$ cat src/rtl/aoi_adc_map.svh
// Constants for the converter control core: channel codes, CONTROL_STATUS_PORT words, field positions, reset values
`ifndef AOI_ADC_MAP_SVH
`define AOI_ADC_MAP_SVH

`define AOI_SAMPLE_W        12
`define AOI_CHAN_W          5
`define AOI_CHAN_TSD        5'h11
`define AOI_CHAN_RECAL      5'h1F
`define AOI_CSR_DATA_W      32
`define AOI_CSR_ENABLE      1'h0
`define AOI_CSR_STATUS      1'h1
`define AOI_BIT_EOP         0
`define AOI_BIT_LOCK        1
`define AOI_ENABLE_RST      1'h0
`define AOI_STATUS_RST      1'h0
`define AOI_SYNC_RST        1'h0

`endif

$ cat src/rtl/aoi_pkg.sv
// Types shared by the converter control core
package aoi_pkg;

   typedef enum logic [1:0] {
      AOI_IDLE = 2'b00,
      AOI_CONV = 2'b01,
      AOI_RESP = 2'b10
   } aoi_state_type;

endpackage : aoi_pkg

$ cat src/rtl/aoi_adc_core_if.sv
// Converter control core: command sink, response and threshold sources, CONTROL_STATUS_PORT slave and interrupt
`timescale 1ns/1ns
`default_nettype none
`include "aoi_adc_map.svh"

// Functional notes
// [RULE1] Results leave on a stream with no ready input, valid rising as soon as a result exists.
// [RULE2] The result sink must keep up or buffer, since nothing here holds a result back.
// [RULE3] Each result carries a 5-bit channel tag: 0..16 analog inputs, 17 the temperature sensor.
// [RULE4] Result data is 12 bits for one converter and 24 bits, one sample each, for two.
// [RULE5] Start and end of packet on each result are copied from the command that asked for it.
// [RULE6] Limit violations leave on their own stream without ready, with valid and the channel tag.
// [RULE7] The violation data bit is 1 above the upper limit and 0 below the lower limit.
// [RULE8] The control/status port is a word-addressed slave with read, write and 32-bit data buses.
// [RULE9] One interrupt request output signals pending events.
// [RULE10] All logic runs on the one peripheral clock.
// [RULE11] One active-low reset resets all of the logic.
// [RULE12] The converter clock comes from the first output of a dedicated PLL outside this core.
// [RULE13] The lock indication of that PLL reaches the one-bit lock input.
// [RULE14] A command is taken in the cycle where its valid and ready are both high.
// [RULE15] The interrupt rises only when an event bit and its enable are both set; status stays visible.
module aoi_adc_core_if #(
   parameter int DUAL = 0
) (
   input  wire logic                                   core_clk,
   input  wire logic                                   rstN,
   input  wire logic                                   clkEn,
   // Command stream
   input  wire logic                                   cmdValid,
   output logic                                        cmdReady,
   input  wire logic [`AOI_CHAN_W-1:0]                 cmdChannel,
   input  wire logic                                   cmdSop,
   input  wire logic                                   cmdEop,
   // Hard converter handshake and lock
   input  wire logic                                   pllLocked,
   output logic                                        convStart,
   output logic [`AOI_CHAN_W-1:0]                      convChannel,
   input  wire logic                                   convDone,
   input  wire logic [`AOI_SAMPLE_W*(DUAL+1)-1:0]      convData,
   // Limits for violation checks
   input  wire logic [`AOI_SAMPLE_W-1:0]               limitUpper,
   input  wire logic [`AOI_SAMPLE_W-1:0]               limitLower,
   // Response stream
   output logic                                        rspValid,
   output logic [`AOI_CHAN_W-1:0]                      rspChannel,
   output logic [`AOI_SAMPLE_W*(DUAL+1)-1:0]           rspData,
   output logic                                        rspSop,
   output logic                                        rspEop,
   // Threshold stream
   output logic                                        thrValid,
   output logic [`AOI_CHAN_W-1:0]                      thrChannel,
   output logic                                        thrData,
   // Control/status slave
   input  wire logic                                   csrAddress,
   input  wire logic                                   csrRead,
   input  wire logic                                   csrWrite,
   input  wire logic [`AOI_CSR_DATA_W-1:0]             csrWriteData,
   output logic [`AOI_CSR_DATA_W-1:0]                  csrReadData,
   // Interrupt
   output logic                                        irq
);

   localparam int DW = `AOI_SAMPLE_W*(DUAL+1);

   aoi_pkg::aoi_state_type          state_reg;
   logic                            lockS1_reg;
   logic                            lockS2_reg;
   logic                            doneS1_reg;
   logic                            doneS2_reg;
   logic                            doneS3_reg;
   logic [DW-1:0]                   dataS1_reg;
   logic [DW-1:0]                   dataS2_reg;
   logic [`AOI_CHAN_W-1:0]          chan_reg;
   logic                            sop_reg;
   logic                            eop_reg;
   logic                            enable_reg;
   logic                            status_reg;
   logic                            doneRise;
   logic                            cmdTake;
   logic                            isRecal;
   logic [`AOI_SAMPLE_W-1:0]        firstSample;
   logic                            eopEvent;
   logic                            statusClear;

   // Pin inputs pass two flops and convDone a third for edge detection; logic reads the second stages and that third one
   always_ff @(posedge core_clk) begin
      if (!rstN) begin  // [RULE11]
         lockS1_reg <= `AOI_SYNC_RST;
         lockS2_reg <= `AOI_SYNC_RST;
         doneS1_reg <= `AOI_SYNC_RST;
         doneS2_reg <= `AOI_SYNC_RST;
         doneS3_reg <= `AOI_SYNC_RST;
         dataS1_reg <= '0;
         dataS2_reg <= '0;
      end else if (clkEn) begin
         lockS1_reg <= pllLocked;  // [RULE13]
         lockS2_reg <= lockS1_reg;
         doneS1_reg <= convDone;
         doneS2_reg <= doneS1_reg;
         doneS3_reg <= doneS2_reg;
         dataS1_reg <= convData;
         dataS2_reg <= dataS1_reg;
      end
   end

   // Command acceptance and converter completion
   assign doneRise = doneS2_reg & ~doneS3_reg;
   assign cmdReady = (state_reg == aoi_pkg::AOI_IDLE) & lockS2_reg & clkEn;  // [RULE14]
   assign cmdTake  = cmdValid & cmdReady;  // [RULE14]
   assign isRecal  = (chan_reg == `AOI_CHAN_RECAL);
   assign firstSample = dataS2_reg[`AOI_SAMPLE_W-1:0];

   // Sequencing: idle, converting, one response cycle
   always_ff @(posedge core_clk) begin  // [RULE10]
      if (!rstN) begin
         state_reg <= aoi_pkg::AOI_IDLE;
      end else if (clkEn) begin
         unique case (state_reg)
            aoi_pkg::AOI_IDLE: begin
               if (cmdTake) begin
                  state_reg <= aoi_pkg::AOI_CONV;
               end
            end
            aoi_pkg::AOI_CONV: begin
               if (doneRise) begin
                  state_reg <= aoi_pkg::AOI_RESP;
               end
            end
            aoi_pkg::AOI_RESP: begin
               state_reg <= aoi_pkg::AOI_IDLE;
            end
            default: begin
               state_reg <= aoi_pkg::AOI_IDLE;
            end
         endcase
      end
   end

   // Command fields held for the matching result
   always_ff @(posedge core_clk) begin
      if (!rstN) begin
         chan_reg <= '0;
         sop_reg  <= 1'h0;
         eop_reg  <= 1'h0;
      end else if (clkEn && cmdTake) begin
         chan_reg <= cmdChannel;
         sop_reg  <= cmdSop;  // [RULE5]
         eop_reg  <= cmdEop;  // [RULE5]
      end
   end

   // Converter request: one-cycle start pulse with the channel held
   always_ff @(posedge core_clk) begin
      if (!rstN) begin
         convStart   <= 1'h0;
         convChannel <= '0;
      end else if (clkEn) begin
         convStart <= cmdTake;
         if (cmdTake) begin
            convChannel <= cmdChannel;
         end
      end
   end

   // Result stream, no ready: valid for one cycle per conversion, none for a recalibration
   always_ff @(posedge core_clk) begin
      if (!rstN) begin
         rspValid   <= 1'h0;
         rspChannel <= '0;
         rspData    <= '0;
         rspSop     <= 1'h0;
         rspEop     <= 1'h0;
      end else if (clkEn) begin
         rspValid <= 1'h0;
         if (state_reg == aoi_pkg::AOI_CONV && doneRise && !isRecal) begin
            rspValid   <= 1'h1;        // [RULE1]
            rspChannel <= chan_reg;    // [RULE3]
            rspData    <= dataS2_reg;  // [RULE4]
            rspSop     <= sop_reg;     // [RULE5]
            rspEop     <= eop_reg;     // [RULE5]
         end
      end
   end

   // Threshold stream: upper violation reports 1, lower reports 0
   always_ff @(posedge core_clk) begin
      if (!rstN) begin
         thrValid   <= 1'h0;
         thrChannel <= '0;
         thrData    <= 1'h0;
      end else if (clkEn) begin
         thrValid <= 1'h0;
         if (state_reg == aoi_pkg::AOI_CONV && doneRise && !isRecal) begin
            if (firstSample > limitUpper) begin
               thrValid   <= 1'h1;      // [RULE6]
               thrChannel <= chan_reg;  // [RULE6]
               thrData    <= 1'h1;      // [RULE7]
            end else if (firstSample < limitLower) begin
               thrValid   <= 1'h1;      // [RULE6]
               thrChannel <= chan_reg;  // [RULE6]
               thrData    <= 1'h0;      // [RULE7]
            end
         end
      end
   end

   // End-of-packet event and its clear; a new event wins over the clear
   assign eopEvent    = rspValid & rspEop;
   assign statusClear = csrWrite & (csrAddress == `AOI_CSR_STATUS) & csrWriteData[`AOI_BIT_EOP];

   always_ff @(posedge core_clk) begin
      if (!rstN) begin
         status_reg <= `AOI_STATUS_RST;
      end else if (clkEn) begin
         if (eopEvent) begin
            status_reg <= 1'h1;
         end else if (statusClear) begin
            status_reg <= 1'h0;
         end
      end
   end

   // Enable register write
   always_ff @(posedge core_clk) begin
      if (!rstN) begin
         enable_reg <= `AOI_ENABLE_RST;
      end else if (clkEn && csrWrite && csrAddress == `AOI_CSR_ENABLE) begin
         enable_reg <= csrWriteData[`AOI_BIT_EOP];  // [RULE8]
      end
   end

   // Read data, answered one cycle after the read
   always_ff @(posedge core_clk) begin
      if (!rstN) begin
         csrReadData <= '0;
      end else if (clkEn && csrRead) begin
         csrReadData <= '0;  // [RULE8]
         if (csrAddress == `AOI_CSR_ENABLE) begin
            csrReadData[`AOI_BIT_EOP] <= enable_reg;
         end else begin
            csrReadData[`AOI_BIT_EOP]  <= status_reg;  // [RULE15]
            csrReadData[`AOI_BIT_LOCK] <= lockS2_reg;
         end
      end
   end

   // Interrupt from status gated by enable
   always_ff @(posedge core_clk) begin
      if (!rstN) begin
         irq <= 1'h0;
      end else if (clkEn) begin
         irq <= status_reg & enable_reg;  // [RULE9] [RULE15]
      end
   end

   // Checks
   property p_take_start;
      @(posedge core_clk) disable iff (!rstN)
      (cmdValid && cmdReady) |=> (convStart && convChannel == $past(cmdChannel));
   endproperty
   a_take_start: assert property (p_take_start) else $error("start not issued after take"); // [RULE14]

   property p_ready_idle;
      @(posedge core_clk) disable iff (!rstN)
      cmdReady |-> (state_reg == aoi_pkg::AOI_IDLE && lockS2_reg);
   endproperty
   a_ready_idle: assert property (p_ready_idle) else $error("ready outside idle"); // [RULE14]

   property p_rsp_pulse;
      @(posedge core_clk) disable iff (!rstN)
      (rspValid && clkEn) |=> !rspValid;
   endproperty
   a_rsp_pulse: assert property (p_rsp_pulse) else $error("response valid held too long"); // [RULE1]

   property p_rsp_cause;
      @(posedge core_clk) disable iff (!rstN)
      (state_reg == aoi_pkg::AOI_CONV && doneRise && !isRecal && clkEn) |=> rspValid;
   endproperty
   a_rsp_cause: assert property (p_rsp_cause) else $error("result not presented"); // [RULE1]

   property p_rsp_markers;
      @(posedge core_clk) disable iff (!rstN)
      rspValid |-> (rspSop == sop_reg && rspEop == eop_reg && rspChannel == chan_reg);
   endproperty
   a_rsp_markers: assert property (p_rsp_markers) else $error("markers differ from command"); // [RULE5]

   property p_thr_up;
      @(posedge core_clk) disable iff (!rstN)
      (thrValid && thrData) |-> rspValid && rspData[`AOI_SAMPLE_W-1:0] > $past(limitUpper);
   endproperty
   a_thr_up: assert property (p_thr_up) else $error("upper violation without cause"); // [RULE7]

   property p_thr_low;
      @(posedge core_clk) disable iff (!rstN)
      (thrValid && !thrData) |-> rspValid && rspData[`AOI_SAMPLE_W-1:0] < $past(limitLower);
   endproperty
   a_thr_low: assert property (p_thr_low) else $error("lower violation without cause"); // [RULE7]

   property p_thr_chan;
      @(posedge core_clk) disable iff (!rstN)
      thrValid |-> thrChannel == rspChannel;
   endproperty
   a_thr_chan: assert property (p_thr_chan) else $error("violation channel mismatch"); // [RULE6]

   property p_irq_gate;
      @(posedge core_clk) disable iff (!rstN)
      irq |-> $past(status_reg) && $past(enable_reg);
   endproperty
   a_irq_gate: assert property (p_irq_gate) else $error("interrupt without enabled status"); // [RULE15]

   property p_eop_sets;
      @(posedge core_clk) disable iff (!rstN)
      (eopEvent && clkEn) |=> status_reg;
   endproperty
   a_eop_sets: assert property (p_eop_sets) else $error("end of packet event lost"); // [RULE9]

   c_result: cover property (@(posedge core_clk) disable iff (!rstN) rspValid && rspEop);
   c_thr_up: cover property (@(posedge core_clk) disable iff (!rstN) thrValid && thrData);
   c_thr_low: cover property (@(posedge core_clk) disable iff (!rstN) thrValid && !thrData);
   c_irq: cover property (@(posedge core_clk) disable iff (!rstN) irq);

endmodule : aoi_adc_core_if
`default_nettype wire

$ cat config.mk
export PLATFORM = sky130hd
export DESIGN_NAME = aoi_adc_core_if
export DESIGN_NICKNAME = d
export VERILOG_FILES = /design/src/rtl/aoi_pkg.sv /design/src/rtl/aoi_adc_core_if.sv
export VERILOG_INCLUDE_DIRS = /design/src /design/src/rtl
export SDC_FILE = /design/constraint.sdc
export NUM_CORES = 1
export LEC_CHECK = 0
export BUFFER_PORTS_ARGS = -buffer_cell sky130_fd_sc_hd__buf_2
export CAP_MARGIN = 0
export CORE_MARGIN = 5
export CORE_UTILIZATION = 40
export CTS_CLUSTER_DIAMETER = 200
export DETAILED_ROUTE_END_ITERATION = 7
export PLACE_DENSITY = 0.76
export REMOVE_ABC_BUFFERS = 1
export SLEW_MARGIN = 5
export SYNTH_ARGS = -nofsm -noshare
export SYNTH_HDL_FRONTEND = slang
export SYNTH_SLANG_ARGS = --single-unit
export TNS_END_PERCENT = 1
$ cat constraint.sdc
create_clock -name core_clk -period 6 [get_ports core_clk]
set_input_delay 1.2 -clock core_clk [delete_from_list [all_inputs] [get_ports core_clk]]
set_output_delay 1.2 -clock core_clk [all_outputs]
set_load 0.005 [all_outputs]
==> results.tsv, run 1 <==
metric	value	unit
start_util	41.2	%
worstSetupStartpoint	clkEn	
synth-seq-cells	71	
clk_latency	0.34	ns
antenna_left	0	
timing.fmax	0.313	GHz
startpoint_type	primary input	
skew	0.0170	ns
worstPathRequired	4.80	ns
arrival	2.00	ns
hpwl	5600	µm
setup_tns	0	ns
irDropWorstVdd	0.000135	V
place_congestion	0.776	
p_leak	2.17	nW
fin_nets	562	
ys_seq_area_share	42.0	%
p_per_area	248	mW/mm²
place_area	0.00382	mm²
fp.dieH	102	µm
grt_pass1_vias	2576	
ys_types	32	
holdPathStages	2	
cp_cell_sequence	buf_2, nor4bb_1, buf_2	
routedWlPerCell	12.9	µm
cts_tree	yes	
dr.pass1.iters	4	
worst_pin_slew	1.04	ns
slew_headroom	30.8	%
slowest_stage	nor4bb_1	
clockBufferDepth	2	
avgSynthCellArea	9.20	µm²
reg2reg_depth	7	
max_stage_delay	0.38	ns
hold_viol_final	0	
syn_inst	368	
path_delay_family	buffers and inverters	
ios	151	
drv_cap	0	
numCtsBuffers	9	
drive_above_1_share	24.6	%
slew_violations	0	
r2r-start	chan_reg[1]$_SDFFE_PN0P_	
grt_max_degree	64	
root_buffer	clkbuf_8	
area_growth	19.4	%
cp_max_fo	9	
postCtsSetupBuffers	0	
finalWirelength	7310	µm
worstSetupPathType	in -> out	
fin_crit	3.20	ns
dr_total_vias	2623	
crit_path_end_kind	primary output	
grt_pass1_wl	11700	µm
synth_area	0.00339	mm²
cts_sinks	71	
die_w	102	µm
port_buffers	89	
clk_pin_slew_worst_paths	0.09	ns
path_buf_inv	2	
status	finished clean	
cp_num_cells	3	
route.detailed.drc	0	
drtIter0Drc	38	
fin_crit_sh	53.3	%
holdBufCountCts	0	
cpMostUsedCell	buf_2	
viasPerCell	4.64	
synth_warnings	0	
row_count	33	
antennaDiodeCount	0	
setup_violations	0	
grt_overflow	0	
ctsResizeCount	0	
postLayoutCellArea	0.00404	mm²
die_area	0.0104	mm²
hp-start	rspChannel[2]$_SDFFE_PN0P_	
grt_use_total	14.1	%
htreeDepth	3	
rsz0062_at_grt	false	
core_area	0.00822	mm²
antenna_found_initial	0	
fillCellCount	826	
hp-class	reg -> reg	
power breakdown:
part | internal [mW] | switching [mW] | total, mW | leakage (nW)
Sequential | 0.481 | 0.00721 | 0.488 | 0.576
Clock | 0.239 | 0.195 | 0.434 | 0.111
Combinational | 0.0364 | 0.0451 | 0.0815 | 1.48
Total | 0.757 | 0.247 | 1.00 | 2.17
tightest hold or removal path, delay by kind of cell, from the launching register on:
kind | cells | cell delay, ns
flip-flops | 1 | 0.32
buffers and inverters | 1 | 0.05
AO/OA/AOI/OAI | 1 | 0.05
kinds of logic after synthesis:
logic type	Yosys count	share of synthesized area, %
AOI/OAI and AO/OA	41	7.65
and+or+nand+nor	103	13.6
adders and majority gates	23	8.50
muxes	57	16.8
other	1	0.111
DFF	71	42.0
buffers and inverters	72	11.4
synthesized netlist by cell type:
library cell | number | share of area [%]
a211oi_1 | 3 | 0.66
a21o_1 | 1 | 0.22
a21oi_1 | 22 | 3.3
a311oi_1 | 1 | 0.26
a31oi_4 | 1 | 0.63
a32oi_1 | 1 | 0.26
and4bb_2 | 1 | 0.37
buf_1 | 2 | 0.22
buf_2 | 2 | 0.30
buf_4 | 30 | 6.6
clkbuf_1 | 10 | 1.1
conb_1 | 1 | 0.11
dfxtp_1 | 71 | 42
ha_1 | 23 | 8.5
inv_1 | 27 | 3.0
inv_2 | 1 | 0.11
mux2i_1 | 57 | 17
nand2_1 | 20 | 2.2
nand2b_1 | 7 | 1.3
nand3_1 | 1 | 0.15
nand4_1 | 7 | 1.3
nor2_1 | 60 | 6.6
nor2b_1 | 2 | 0.37
nor3_1 | 1 | 0.15
nor3_2 | 1 | 0.30
nor4bb_1 | 1 | 0.30
o211ai_1 | 3 | 0.66
o211ai_2 | 1 | 0.37
o21a_1 | 2 | 0.44
o21ai_0 | 6 | 0.89
or2_4 | 1 | 0.26
or4_1 | 1 | 0.22
through the flow:
stage	worst slack [ns]	power (mW)	util [%]	std cells	hold slack (ns)
5_1_grt	2.71	1.06	49.2	565	0.485
3_3_place_gp	2.83	0.578	46.4	549	0.429
4_1_cts	2.79	1.01	49.2	565	0.451
2_1_floorplan	3.09	0.543	-	353	0.440
3_5_place_dp	2.80	0.581	46.4	549	0.437
6_report	2.80	1.00	49.2	565	0.450
final timing paths:
kind | to | slack [ns]
setup reg to reg | thrChannel[3]$_SDFFE_PN0P_ | 3.66
hold / removal | rspChannel[2]$_SDFFE_PN0P_ | 0.45
hold reg to reg | rspChannel[2]$_SDFFE_PN0P_ | 0.45
setup / recovery | cmdReady | 2.80
layout by cell type, fill, tap and decap left out, types with 2 or more instances in the layout:
cell type,synthesis,layout
inv_1,27,27
inv_6,0,3
buf_2,2,89
o21ai_0,6,6
nand2_1,20,20
nor2_1,60,60
conb_1,1,30
clkbuf_8,0,9
ha_1,23,23
dfxtp_1,71,71
nand2b_1,7,7
bufinv_16,0,2
a211oi_1,3,3
o21a_1,2,2
o211ai_1,3,3
mux2i_1,57,57
nand4_1,7,7
buf_4,30,2
nor2b_1,2,2
a21oi_1,22,22
layout make-up:
class / count / area, µm² / area share [%]
well taps: 105 / 131 / 3.25
inverters: 28 / 105 / 2.60
clock inverters: 7 / 103 / 2.54
multi-input cells: 254 / 1700 / 42.0
clock buffers: 9 / 124 / 3.06
repair buffers: 91 / 460 / 11.4
flip-flops and latches: 71 / 1420 / 35.2
layer usage:
layer	vias up	global-route usage, %	wire (µm)
li1	1344	-	-
met1	1191	17.8	3240
met3	7	4.57	566
met5	-	0	0
met4	0	3.33	72
met2	81	23.5	3430
Note: power is estimated with default switching activity, not from simulation.
==> inputs of run 2 (changes only) <==
Settings changed: PLACE_DENSITY 0.76 to 0.78.
Clock period 6 ns to 2.56 ns, I/O delays scaled along.
==> run 2 against run 1 <==
Sequential power is 130% higher. Final cell count is 0.53% higher. Worst hold slack got worse by 0.054 ns. Design area is 0.40% higher. Routed wire length increased by 2.9%. Critical path type is now reg -> reg. Largest power group unchanged.
==> results.tsv, run 2 (synthesis gave the netlist of run 1 again) <==
metric	value	unit	change
cts_tree	yes		unchanged
core_area	0.00822	mm²	unchanged
wl_met3	597	µm	was 566 µm
finalWirelength	7520	µm	was 7310 µm
ctsResizeCount	0		unchanged
grt_use_total	14.8	%	was 14.1%
fin_nets	565		was 562
route.detailed.drc	0		unchanged
dp_cells	552		was 549
clkPwrFrac	42.4	%	was 43.2%
setup_tns	0	ns	unchanged
fillCellCount	795		was 826
holdBufCountCts	0		unchanged
crit_path_end_kind	register		was primary output
hpwl	5760	µm	was 5600 µm
fin_crit	2.25	ns	
viasPerCell	4.65		was 4.64
power.share.switching	24.2	%	was 24.6%
start_util	41.2	%	unchanged
drive_above_1_share	25.1	%	was 24.6%
worstSetupPathType	reg -> reg		was in -> out
power.switching	562	µW	was 247 µW
fin_crit_sh	88.0	%	
postLayoutCellArea	0.00406	mm²	was 0.00404 mm²
final_cell_mix	buf_2 (89), dfxtp_1 (71), nor2_1 (60)		unchanged
layout_commonest_cell	buf_2		unchanged
antenna_found_initial	0		unchanged
met2_length	3710	µm	was 3430 µm
skew	0.00706	ns	was 0.0170 ns
place_congestion	0.807		was 0.776
hp-class	in -> reg		was reg -> reg
met1_length	3150	µm	was 3240 µm
drv_cap	0		unchanged
port_buffers	89		unchanged
dr_total_vias	2641		was 2623
grt_overflow	0		unchanged
antennaDiodeCount	0		unchanged
numCtsBuffers	9		unchanged
p_seq_share	49.2	%	was 48.6%
clk_latency	0.34	ns	about the same
p_comb_share	8.4	%	was 8.1%
postCtsSetupBuffers	0		unchanged
setup_violations	0		unchanged
layoutNonFillerInstCount	568		was 565
ios	151		unchanged
grt_pass1_vias	2547		was 2576
htreeDepth	3		unchanged
hold_viol_final	0		unchanged
grt_max_degree	34		was 64
die_w	102	µm	unchanged
row_count	33		unchanged
hold_slack	0.396	ns	was 0.450 ns
root_buffer	clkbuf_8		unchanged
slew_violations	0		unchanged
worstPathRequired	2.83	ns	was 4.80 ns
dr.max_layer_used	met4		unchanged
fp.dieH	102	µm	unchanged
startpoint_type	register		was primary input
p_int	1.76	mW	was 757 µW
p_per_area	573	mW/mm²	was 248 mW/mm²
p_leak	2.17	nW	about the same
cp_max_fo	6		was 9
grt_pass1_wl	12000	µm	was 11700 µm
drtIter0Drc	57		was 38
irDropWorstVdd	0.000374	V	was 0.000135 V
timing.fmax	0.444	GHz	
status	finished clean		unchanged
rsz0062_at_grt	false		unchanged
dr.pass1.iters	4		unchanged
place_area	0.00384	mm²	was 0.00382 mm²
antenna_left	0		unchanged
cts_sinks	71		unchanged
clockBufferDepth	2		unchanged
area_growth	19.8	%	was 19.4%
arrival	2.52	ns	was 2.00 ns
routedWlPerCell	13.2	µm	was 12.9 µm
die_area	0.0104	mm²	unchanged
fin_util	49.4	%	was 49.2%
clk_pin_slew_worst_paths	0.08	ns	was 0.09 ns
run 2: worst paths after layout:
check | slack (ns) | cells after the start | end | start
hold reg to reg | 0.45 | 2 | rspChannel[2]$_SDFFE_PN0P_ | rspChannel[2]$_SDFFE_PN0P_
hold / removal | 0.40 | 3 | doneS1_reg$_SDFFE_PN0P_ | convDone
setup / recovery | 0.31 | 6 | thrChannel[0]$_SDFFE_PN0P_ | dataS2_reg[10]$_SDFFE_PN0P_
setup reg to reg | 0.31 | 6 | thrChannel[0]$_SDFFE_PN0P_ | dataS2_reg[10]$_SDFFE_PN0P_
run 2: cell type report:
class | instances | area (µm²) | share of cell area, %
multi-input cells | 254 | 1700 | 41.8
flip-flops and latches | 71 | 1420 | 35.0
repair buffers | 94 | 483 | 11.9
well taps | 105 | 131 | 3.24
clock buffers | 9 | 124 | 3.05
inverters | 28 | 105 | 2.59
clock inverters | 7 | 96.3 | 2.37
run 2: metal layers:
layer	up-vias	GRT usage, %
met5	-	0
met3	10	5.67
met2	78	25.3
met1	1202	17.6
met4	0	3.63
li1	1351	-
run 2: worst max-delay path, stage by stage, from the launching register on:
cell and delay [ns]:
dfxtp_1 0.36, ha_1 0.31, nand4_1 0.13, or4_1 0.56
or2_4 0.26, a31oi_4 0.33, mux2i_1 0.23
run 2: through the flow:
stage	worst slack [ns]	total power [mW]
floorplan	0.336	1.27
global placement	0.0854	1.36
detailed placement	0.0427	1.37
CTS	0.302	2.36
global route	0.155	2.45
finish	0.307	2.33
run 2: power groups by stage:
stage	Sequential [mW]	Clock (mW)	Combinational, mW
4_1_cts	1.14	1.02	0.197
5_1_grt	1.15	1.08	0.224
2_1_floorplan	1.17	0	0.107
3_5_place_dp	1.17	0	0.195
6_report	1.14	0.987	0.195
3_3_place_gp	1.17	0	0.189
==> inputs of run 3 (changes only) <==
Settings changed: CAP_MARGIN 0 to 20, PLACE_DENSITY 0.78 to 0.76.
Clock period 2.56 ns to 2.7 ns, I/O delays scaled along.
==> run 3 against run 2 <==
Clock-buffer cell count rose by 2. Global-route usage about the same. Final cell count decreased by 0.35%. Design area is 0.89% lower. Maximum frequency grew 0.87%. Setup slack improved by 0.16 ns. Combinational power decreased by 7%.
==> results.tsv, run 3 (synthesis gave the netlist of run 1 again) <==
metric	value	unit	change
power.share.switching	24.2	%	about the same
port_buffers	89		unchanged
grt_overflow	0		unchanged
setup_violations	0		unchanged
drv_cap	0		unchanged
row_count	33		unchanged
skew	0.0105	ns	was 0.00706 ns
grt_pass1_vias	2693		was 2547
worstReg2RegEnd	thrChannel[4]$_SDFFE_PN0P_		was thrChannel[0]$_SDFFE_PN0P_
worstSetupStartpoint	dataS2_reg[11]$_SDFFE_PN0P_		was dataS2_reg[10]$_SDFFE_PN0P_
antennaDiodeCount	0		unchanged
grt_max_degree	39		was 34
place_congestion	0.775		was 0.807
reg2reg_depth	6		unchanged
hold_viol_final	0		unchanged
slew_violations	0		unchanged
arrival	2.50	ns	was 2.52 ns
r2r-start	dataS2_reg[11]$_SDFFE_PN0P_		was dataS2_reg[10]$_SDFFE_PN0P_
dp_cells	550		was 552
die_w	102	µm	unchanged
setup_tns	0	ns	unchanged
hpwl	5710	µm	was 5760 µm
irDropWorstVdd	0.000310	V	was 0.000374 V
die_area	0.0104	mm²	unchanged
dr.pass1.iters	4		unchanged
clk_pin_slew_worst_paths	0.08	ns	about the same
power.switching	512	µW	was 562 µW
final_cell_mix	buf_2 (89), dfxtp_1 (71), nor2_1 (60)		unchanged
startpoint_type	register		unchanged
clkPwrFrac	40.1	%	was 42.4%
crit_path_end	thrChannel[4]$_SDFFE_PN0P_		was thrChannel[0]$_SDFFE_PN0P_
holdBufCountCts	0		unchanged
drtIter0Drc	33		was 57
timing.fmax	0.448	GHz	was 0.444 GHz
p_comb_share	8.6	%	was 8.4%
fin_crit	2.23	ns	was 2.25 ns
antenna_found_initial	0		unchanged
slew_headroom	56.8	%	
start_util	41.2	%	unchanged
rsz0062_at_grt	false		unchanged
fin_crit_sh	82.7	%	was 88.0%
ios	151		unchanged
p_leak	2.16	nW	was 2.17 nW
fillCellCount	779		was 795
status	finished clean		unchanged
worstPathRequired	2.97	ns	was 2.83 ns
r2r_slack	0.47	ns	was 0.31 ns
dr_total_vias	2656		was 2641
grt_use_total	14.8	%	about the same
cts_sinks	71		unchanged
root_buffer	clkbuf_8		unchanged
fin_nets	563		was 565
clockBufferDepth	2		unchanged
drive_above_1_share	24.5	%	was 25.1%
core_area	0.00822	mm²	unchanged
worst_pin_slew	0.647	ns	
viasPerCell	4.69		was 4.65
clk_latency	0.34	ns	about the same
route.detailed.drc	0		unchanged
htreeDepth	3		unchanged
crit_path_end_kind	register		unchanged
p_per_area	526	mW/mm²	was 573 mW/mm²
cts_tree	yes		unchanged
worstSetupPathType	reg -> reg		unchanged
area_growth	18.8	%	was 19.8%
numCtsBuffers	9		unchanged
routedWlPerCell	13.1	µm	was 13.2 µm
p_seq_share	51.3	%	was 49.2%
antenna_left	0		unchanged
layout_commonest_cell	buf_2		unchanged
fp.dieH	102	µm	unchanged
cp_max_fo	6		unchanged
hp-class	in -> reg		unchanged
grt_pass1_wl	12200	µm	was 12000 µm
ctsResizeCount	0		unchanged
layoutNonFillerInstCount	566		was 568
finalWirelength	7410	µm	was 7520 µm
p_int	1.60	mW	was 1.76 mW
postCtsSetupBuffers	0		unchanged
[run 3: changes by cell type in the layout (fill, tap and decap cells not counted), sizes merged]
cell      delta
buf          -2
bufinv       -1
clkbuf       +2
clkinv       +3
clkinvlp     -3
inv          -1
[run 3: power by group through the flow]
stage / logic [mW] / registers, mW / clock network, mW
after floorplan: 0.101 / 1.10 / 0
after global placement: 0.176 / 1.11 / 0
after detailed placement: 0.182 / 1.11 / 0
after CTS: 0.183 / 1.09 / 0.878
after global routing: 0.210 / 1.09 / 0.938
final: 0.182 / 1.09 / 0.848
[run 3: how the worst min path moves through the flow]
stage / startpoint / slack (ns) / depth (start not counted) / endpoint
CTS: cmdChannel[0] / 0.41 / 3 / chan_reg[0]$_SDFFE_PN0P_
global placement: rspChannel[4]$_SDFFE_PN0P_ / 0.43 / 2 / rspChannel[4]$_SDFFE_PN0P_
floorplan: rspChannel[2]$_SDFFE_PN0P_ / 0.44 / 2 / rspChannel[2]$_SDFFE_PN0P_
detailed placement: rspChannel[2]$_SDFFE_PN0P_ / 0.43 / 2 / rspChannel[2]$_SDFFE_PN0P_
global route: convData[7] / 0.42 / 3 / dataS1_reg[7]$_SDFFE_PN0P_
finish: cmdChannel[2] / 0.43 / 3 / chan_reg[2]$_SDFFE_PN0P_
[run 3: area by class of cell]
cell class / count / area, µm² / share of cell area, %
inverters: 28 / 105 / 2.61
repair buffers: 92 / 468 / 11.6
clock inverters: 5 / 57.6 / 1.43
flip-flops and latches: 71 / 1420 / 35.3
clock buffers: 11 / 141 / 3.51
multi-input cells: 254 / 1700 / 42.2
well taps: 105 / 131 / 3.27
[run 3: layer usage]
metal / global-route usage [%] / part of all wire [%] / up-vias
met2: 24.8 / 46 / 83
met3: 4.51 / 8.2 / 10
met5: 0 / 0 / -
met4: 4.54 / 1.0 / 0
met1: 18.3 / 44 / 1214
li1: - / - / 1349
[run 3: per-stage QoR]
step	total power [mW]	setup slack, ns	utilization, %	instance area [µm²]	hold WS (ns)
final	2.12	0.467	49.0	4020	0.426
after global routing	2.24	0.370	49.0	4020	0.418
after CTS	2.15	0.464	49.0	4020	0.408
after detailed placement	1.29	0.172	46.5	3820	0.435
after global placement	1.28	0.197	46.5	3820	0.429
after floorplan	1.21	0.448	-	3220	0.440
[run 3: worst max-delay path, cell delays in order (launching register included)]
cell	delay, ns
dfxtp_1	0.36
ha_1	0.31
nand4_1	0.13
or4_1	0.56
or2_4	0.26
a31oi_4	0.33
mux2i_1	0.22
